[src/shared/bus_seq_pkg.sv]
/*
  constants and types for the instrument bus sequencer.
  assumes a single 50 MHz core clock.
*/
package bus_seq_pkg;
  // ------------------------------------------------------------
  // register map
  // ------------------------------------------------------------
  localparam logic [4:0] POLL_RESP_OFS = 5'h1D;
  localparam logic [4:0] DATA_OUT_OFS  = 5'h1F;
  localparam logic [7:0] BYTE_RST      = 8'h00;

  // ------------------------------------------------------------
  // timing
  // ------------------------------------------------------------
  localparam int CLK_MHZ        = 50;
  localparam int IFC_MIN_US     = 100;
  localparam int POLL_MIN_US    = 25;
  localparam int IFC_CYCLES     = IFC_MIN_US * CLK_MHZ;
  localparam int POLL_CYCLES    = POLL_MIN_US * CLK_MHZ;
  localparam int CNT_W          = 13;

  typedef enum logic [1:0] {
    CMD_NONE,
    CMD_ABORT,
    CMD_POLL,
    CMD_LOCKOUT
  } seq_cmd_t;
endpackage

[src/hw/instrument_bus_sequencer.sv]
/*
  controller-side sequencer: response and data-out bytes, abort,
  parallel poll and lockout line sequences.
  assumes host writes and requests are synchronous to core_clk.
*/
// Functional notes
// during parallel poll, data lines follow the poll response byte, bit7 to DIO8.
// host zeroes the poll response byte at start and when unconfigured.
// data-out byte goes on data lines, bit 7 on DIO8, bit 0 on DIO1; a write in a sequence's last cycle misses dioOut; a clear never enables drive.
// uniline messages on control lines, multiline commands as data bytes.
// ATN level holds across steps and sequences until explicitly changed.
// ATN never toggled when the needed level is unchanged.
// abort as system controller: IFC 100 us, then REN, ATN false, become active.
// parallel poll: ATN and EOI 25 us, capture byte, restore ATN; refuse if inactive.
`timescale 1ns/1ps
module instrument_bus_sequencer
  import bus_seq_pkg::*;
(
  input  wire logic       core_clk,
  input  wire logic       rst,
  input  wire logic       byteRegisterWrite,
  input  wire logic [4:0] regAddr,
  input  wire logic [7:0] regWrData,
  input  wire logic       abortBusRequest,
  input  wire logic       parallelPollRequest,
  input  wire logic       frontPanelLockoutRequest,
  input  wire logic       systemController,
  input  wire logic [7:0] dioIn,
  output logic [7:0]      dioOut,
  output logic            dioOe_n,
  output logic            atnOut,
  output logic            eoiOut,
  output logic            ifcOut,
  output logic            renOut,
  output logic            activeController,
  output logic [7:0]      pollResult,
  output logic            seqBusy,
  output logic            seqDone,
  output logic            seqError
);
  import bus_seq_pkg::*;

  // ------------------------------------------------------------
  // state
  // ------------------------------------------------------------
  typedef enum {S_IDLE, S_IFC, S_POLL, S_LLO} state_t;

  localparam logic [7:0] LLO_BYTE = 8'h11;

  state_t     state_r, state_nxt;
  logic [7:0] ppResp_r, ppResp_nxt;
  logic [7:0] dataOut_r, dataOut_nxt;
  logic [7:0] dio_r, dio_nxt;
  logic       dioOe_r, dioOe_nxt;
  logic       atn_r, atn_nxt;
  logic       atnSaved_r, atnSaved_nxt;
  logic       eoi_r, eoi_nxt;
  logic       ifc_r, ifc_nxt;
  logic       ren_r, ren_nxt;
  logic       ac_r, ac_nxt;
  logic [7:0] poll_r, poll_nxt;
  logic       busy_r, busy_nxt;
  logic       done_r, done_nxt;
  logic       err_r, err_nxt;
  logic       tLoad;
  logic [CNT_W-1:0] tValue;
  logic       tDone;

  hold_timer hold_timer_inst (
    .core_clk  (core_clk),
    .rst       (rst),
    .load      (tLoad),
    .loadValue (tValue),
    .done      (tDone)
  );

  // ------------------------------------------------------------
  // next state
  // ------------------------------------------------------------
  always_comb
  begin
    state_nxt    = state_r;
    ppResp_nxt   = ppResp_r;
    dataOut_nxt  = dataOut_r;
    dio_nxt      = dio_r;
    dioOe_nxt    = dioOe_r;
    atn_nxt      = atn_r;
    atnSaved_nxt = atnSaved_r;
    eoi_nxt      = eoi_r;
    ifc_nxt      = ifc_r;
    ren_nxt      = ren_r;
    ac_nxt       = ac_r;
    poll_nxt     = poll_r;
    busy_nxt     = busy_r;
    done_nxt     = 1'b0;
    err_nxt      = 1'b0;
    tLoad        = 1'b0;
    tValue       = '0;

    // register writes land in any state; the poll byte is only sampled later
    if (byteRegisterWrite && regAddr == POLL_RESP_OFS)
      ppResp_nxt = regWrData;
    if (byteRegisterWrite && regAddr == DATA_OUT_OFS)
    begin
      dataOut_nxt = regWrData;
      if (state_r == S_IDLE)
      begin
        dio_nxt   = regWrData;
        dioOe_nxt = 1'b0;
      end
    end

    case (state_r)
      S_IDLE:
      begin
        if (abortBusRequest)
        begin
          if (systemController)
          begin
            ifc_nxt   = 1'b1;
            tLoad     = 1'b1;
            tValue    = CNT_W'(IFC_CYCLES);
            busy_nxt  = 1'b1;
            state_nxt = S_IFC;
          end
          else
            done_nxt = 1'b1;
        end
        else if (parallelPollRequest)
        begin
          if (!ac_r)
            err_nxt = 1'b1;
          else
          begin
            atnSaved_nxt = atn_r;
            atn_nxt      = 1'b1;
            eoi_nxt      = 1'b1;
            dio_nxt      = ppResp_r;
            dioOe_nxt    = 1'b0;
            tLoad        = 1'b1;
            tValue       = CNT_W'(POLL_CYCLES);
            busy_nxt     = 1'b1;
            state_nxt    = S_POLL;
          end
        end
        else if (frontPanelLockoutRequest)
        begin
          if (!ac_r)
            err_nxt = 1'b1;
          else
          begin
            atn_nxt   = 1'b1;
            dio_nxt   = LLO_BYTE;
            dioOe_nxt = 1'b0;
            busy_nxt  = 1'b1;
            state_nxt = S_LLO;
          end
        end
      end
      S_IFC:
      begin
        if (tDone)
        begin
          ifc_nxt   = 1'b0;
          // a data-out write taken before the last clear cycle reaches dioOut only now, with dioOe_n left as it was
          dio_nxt   = dataOut_r;
          ren_nxt   = 1'b1;
          atn_nxt   = 1'b0;
          ac_nxt    = 1'b1;
          busy_nxt  = 1'b0;
          done_nxt  = 1'b1;
          state_nxt = S_IDLE;
        end
      end
      S_POLL:
      begin
        if (tDone)
        begin
          // our own drive is wired-or onto the lines, so the capture includes it
          poll_nxt  = dioIn;
          eoi_nxt   = 1'b0;
          atn_nxt   = atnSaved_r;
          dio_nxt   = dataOut_r;
          busy_nxt  = 1'b0;
          done_nxt  = 1'b1;
          state_nxt = S_IDLE;
        end
      end
      S_LLO:
      begin
        // atn stays true afterwards to avoid a needless transition
        dio_nxt   = dataOut_r;
        busy_nxt  = 1'b0;
        done_nxt  = 1'b1;
        state_nxt = S_IDLE;
      end
      default:
        state_nxt = S_IDLE;
    endcase
  end

  // ------------------------------------------------------------
  // registers
  // ------------------------------------------------------------
  always_ff @(posedge core_clk or posedge rst)
  begin
    if (rst)
    begin
      state_r    <= S_IDLE;
      ppResp_r   <= BYTE_RST;
      dataOut_r  <= BYTE_RST;
      dio_r      <= BYTE_RST;
      dioOe_r    <= 1'b1;
      atn_r      <= 1'b0;
      atnSaved_r <= 1'b0;
      eoi_r      <= 1'b0;
      ifc_r      <= 1'b0;
      ren_r      <= 1'b0;
      ac_r       <= 1'b0;
      poll_r     <= BYTE_RST;
      busy_r     <= 1'b0;
      done_r     <= 1'b0;
      err_r      <= 1'b0;
    end
    else
    begin
      state_r    <= state_nxt;
      ppResp_r   <= ppResp_nxt;
      dataOut_r  <= dataOut_nxt;
      dio_r      <= dio_nxt;
      dioOe_r    <= dioOe_nxt;
      atn_r      <= atn_nxt;
      atnSaved_r <= atnSaved_nxt;
      eoi_r      <= eoi_nxt;
      ifc_r      <= ifc_nxt;
      ren_r      <= ren_nxt;
      ac_r       <= ac_nxt;
      poll_r     <= poll_nxt;
      busy_r     <= busy_nxt;
      done_r     <= done_nxt;
      err_r      <= err_nxt;
    end
  end

  assign dioOut           = dio_r;
  assign dioOe_n          = dioOe_r;
  assign atnOut           = atn_r;
  assign eoiOut           = eoi_r;
  assign ifcOut           = ifc_r;
  assign renOut           = ren_r;
  assign activeController = ac_r;
  assign pollResult       = poll_r;
  assign seqBusy          = busy_r;
  assign seqDone          = done_r;
  assign seqError         = err_r;
endmodule

[src/hw/hold_timer.sv]
/*
  down counter used to stretch bus line assertions.
  assumes load and the load value come from the sequencer in the same domain.
*/
`timescale 1ns/1ps
module hold_timer
  import bus_seq_pkg::*;
(
  input  wire logic             core_clk,
  input  wire logic             rst,
  input  wire logic             load,
  input  wire logic [CNT_W-1:0] loadValue,
  output logic                  done
);
  logic [CNT_W-1:0] count_r;
  logic [CNT_W-1:0] count_nxt;

  always_comb
  begin
    count_nxt = count_r;
    if (load)
      count_nxt = loadValue;
    else if (count_r != '0)
      count_nxt = count_r - 1'b1;
  end

  always_ff @(posedge core_clk or posedge rst)
  begin
    if (rst)
      count_r <= '0;
    else
      count_r <= count_nxt;
  end

  assign done = (count_r == '0) && !load;
endmodule

[config.mk]
export PLATFORM = sky130hd
export DESIGN_NAME = instrument_bus_sequencer
export DESIGN_NICKNAME = d
export VERILOG_FILES = /design/src/shared/bus_seq_pkg.sv /design/src/hw/instrument_bus_sequencer.sv /design/src/hw/hold_timer.sv
export SDC_FILE = /design/constraint.sdc
export NUM_CORES = 1
export LEC_CHECK = 0
export BUFFER_PORTS_ARGS = -buffer_cell sky130_fd_sc_hd__buf_2
export CAP_MARGIN = 20
export CORE_MARGIN = 4
export CORE_UTILIZATION = 50
export CTS_CLUSTER_DIAMETER = 30
export DETAILED_ROUTE_END_ITERATION = 16
export PLACE_DENSITY = 0.76
export SYNTH_ARGS = -nofsm -noshare
export SYNTH_HDL_FRONTEND = slang
export SYNTH_HIERARCHICAL = 1
export SYNTH_SLANG_ARGS = --single-unit
[constraint.sdc]
create_clock -name core_clk -period 2.9 [get_ports core_clk]
set_input_delay 0.29 -clock core_clk [delete_from_list [all_inputs] [get_ports core_clk]]
set_output_delay 0.29 -clock core_clk [all_outputs]
set_load 0.01 [all_outputs]
==> results_dict.tcl <==
set metrics [dict create \
    insertion_delay_ns 0.31 \
    setup_viol 0 \
    dp_slack_ns 0.170 \
    drive_above_1_share 0.331 \
    wl_per_cell_um 15.6 \
    synth-async-reset-ratio 1.00 \
    vias_per_cell 5.64 \
    cts_max_level 2 \
    synth_area_per_cell_um2 11.0 \
    final.setup.tns_ns 0 \
    cts_hold_buf 0 \
    antenna_left 0 \
    power_density_nw_per_um2 855 \
    yosysUniqueCellTypes 55 \
    start_util 0.526 \
    slew_headroom 0.396 \
    crit_required_ns 3.09 \
    syn-cell-area_um2 2950 \
    clk_pin_slew_ns 0.09 \
    grt_max_degree 27 \
    antenna_found_initial 0 \
    grt-ovfl-total 0 \
    cts.sinks 56 \
    maxCapViolCount 0 \
    fp.coreArea_um2 5610 \
    cp.arrival_ns 2.88 \
    vias 2262 \
    critical_path_class "flip-flop to flip-flop" \
    fin_cells 401 \
    synth_warnings 6 \
    worst_pin_slew_ns 0.900 \
    grt_pass1_wl_mm 10.9 \
    fmax_ghz 0.372 \
    synth_seq_area_share 0.476 \
    r2r_end "dioOut[4]$_DFF_PP0_" \
    dp_hpwl_mm 4.56 \
    die_h_um 84.8 \
    grt_use_total 0.185 \
    dieWidth_um 84.8 \
    ios 53 \
    wl_mm 6.24 \
    min_period_ns 2.69 \
    num_antenna_cells 0 \
    final_nets 363 \
    drcViolationCount 0 \
    r2r_cells 11 \
    synth_edf_count 0 \
    maxSlewViolCount 0 \
    dpl.cell_count 391 \
    io_buffers 52 \
    p_leak_nw 1.55 \
    hold_path.class "primary input to asynchronous set/reset pin" \
    drtIter0Drc 171 \
    cts-root-buf "clkbuf_8" \
    synth_cells 269 \
    area_growth_pct 16.5 \
    hold_viol_final 0 \
    cp_max_fo 8 \
    fin_crit_sh 0.928 \
    drt_first_pass_iters 4 \
    ys.flop_type "dfrtp_1" \
    final_util 0.612 \
    cp-start-kind "flip-flop" \
    r2r_slack_ns 0.21 \
    rsz0062_at_grt "no" \
    finalWorstSetupSlack_ns 0.209 \
    outcome "finished, final reports clean" \
    rr_startpoint "state_r[0]$_DFFE_PP0P_" \
    synth_seq_cells 56 \
    grt_pass1_vias 2241 \
    cts_tree "yes" \
    vdd_drop_max_v 0.000432 \
    gp_congestion 0.834 \
    die_area_um2 7190 \
    cts-buffers-inserted 5 \
    cp-end-kind "flip-flop" \
    finalClockSkew_ns 0.00384 \
    holdWs_ns 0.00692 \
    num_rows 27 \
    cts_buffer_depth 2 \
]
[worst max-delay path, stage by stage, from the launching register on]
cell and delay [ns]:
dfrtp_1 0.41, inv_1 0.10, ha_1 0.28, nand2b_1 0.17, o21ai_0 0.17, nor4b_1 0.33, nand3_1 0.17, nor2_4 0.19
nor2b_1 0.12, or3_1 0.39, o21ai_1 0.16, o21ai_1 0.08
[layer usage]
metal | vias to the layer above | track usage | wire (um)
met3 | 7 | 0.0363 | 316
met2 | 66 | 0.305 | 3100
met1 | 1106 | 0.249 | 2750
met5 | - | 0 | 0
met4 | 0 | 0.0504 | 70
li1 | 1083 | - | -
[placed cells by master (no fill, tap or decap), types with 3 or more instances in the layout]
| cell type | count |
|---|---|
| xnor2_1 | 5 |
| conb_1 | 5 |
| mux2i_1 | 10 |
| buf_2 | 52 |
| clkbuf_8 | 5 |
| nand2_1 | 14 |
| or3_1 | 3 |
| o21ai_0 | 10 |
| mux2_2 | 25 |
| a211oi_1 | 4 |
| a21oi_1 | 9 |
| nand3_1 | 5 |
| a22oi_1 | 5 |
| inv_1 | 9 |
| o21ai_1 | 9 |
| nor2_1 | 27 |
| nor3_1 | 5 |
| a211oi_2 | 3 |
| nand2b_1 | 4 |
| dfrtp_1 | 55 |
| nor3b_1 | 4 |
| ha_1 | 7 |
| buf_4 | 7 |
[cell usage after synthesis (3+ instances only)]
| cell | number | share of area |
|---|---|---|
| nand3_1 | 5 | 0.0085 |
| nand2b_1 | 4 | 0.0085 |
| buf_6 | 3 | 0.011 |
| dfrtp_1 | 55 | 0.47 |
| mux2_2 | 25 | 0.096 |
| nor2_1 | 28 | 0.036 |
| nor3_1 | 5 | 0.0085 |
| mux2i_1 | 10 | 0.034 |
| a211oi_1 | 5 | 0.013 |
| o21ai_0 | 11 | 0.019 |
| nand2_1 | 14 | 0.018 |
| buf_2 | 4 | 0.0068 |
| inv_1 | 10 | 0.013 |
| nor3b_1 | 4 | 0.010 |
| ha_1 | 7 | 0.030 |
| o21ai_1 | 8 | 0.014 |
| xnor2_1 | 5 | 0.015 |
| a21oi_1 | 9 | 0.015 |
| a22oi_1 | 5 | 0.013 |
| or3_1 | 3 | 0.0064 |
[cell type report]
cell class | count | area, um2
well taps | 72 | 90.1
repair buffers | 59 | 313
clock buffers | 6 | 72.6
clock inverters | 2 | 60.1
fillers | 484 | 2170
flip-flops and latches | 56 | 1400
inverters | 10 | 37.5
multi-input cells | 196 | 1460
[report_power, final]
group          leakage (nW)  internal (mW)  switching (mW)
clock                0.0654          0.345           0.245
combinational         0.786          0.517           0.624
sequential            0.699           1.00           0.207
total                  1.55           1.86            1.08
[sequential cells by signal, indices dropped and copies added, names as in the netlist]
register,count
dioOe_n,1
dioOut,8
pollResult,8
eoiOut,1
seqBusy,1
ifcOut,1
dataOut_r,8
ppResp_r,8
seqError,1
hold_timer_inst/count_r,13
atnSaved_r,1
state_r,2
activeController,1
atnOut,1
seqDone,1
[worst max path at each step]
stage	slack, ns	cells after the start	to	from
final	0.21	11	dioOut[4]$_DFF_PP0_	state_r[0]$_DFFE_PP0P_
after global placement	0.26	11	dioOut[0]$_DFF_PP0_	state_r[0]$_DFFE_PP0P_
after CTS	0.12	11	dioOut[4]$_DFF_PP0_	state_r[0]$_DFFE_PP0P_
after global routing	0.002	11	dioOut[0]$_DFF_PP0_	state_r[0]$_DFFE_PP0P_
after floorplan	0.08	15	dioOut[0]$_DFF_PP0_	state_r[0]$_DFFE_PP0P_
after detailed placement	0.17	11	dioOut[4]$_DFF_PP0_	state_r[0]$_DFFE_PP0P_
[logic make-up after synthesis]
family | count (synthesis) | share of synthesized area
flip-flops | 56 | 0.476
XOR/XNOR | 6 | 0.0178
AND/OR/NAND/NOR | 83 | 0.166
buffers and inverters | 21 | 0.0386
other | 1 | 0.00127
multiplexers | 36 | 0.133
adder cells (fa/ha/maj) | 7 | 0.0297
AO/OA/AOI/OAI | 59 | 0.138
[stage by stage]
| stage | power (mW) | cell area (um2) |
|---|---|---|
| detailed placement | 2.32 | 3270 |
| finish | 2.94 | 3430 |
| floorplan | 2.03 | 2960 |
| global placement | 2.29 | 3270 |
| CTS | 2.93 | 3410 |
| global route | 3.18 | 3430 |
[timing repair]
| item | 4_1_cts | 5_1_grt |
|---|---|---|
| resized for setup | 1 | 3 |
| buffers inserted | 0 | 2 |
| setup endpoints to repair | 1 | 3 |
No activity file was read; power rests on OpenSTA's default activity.
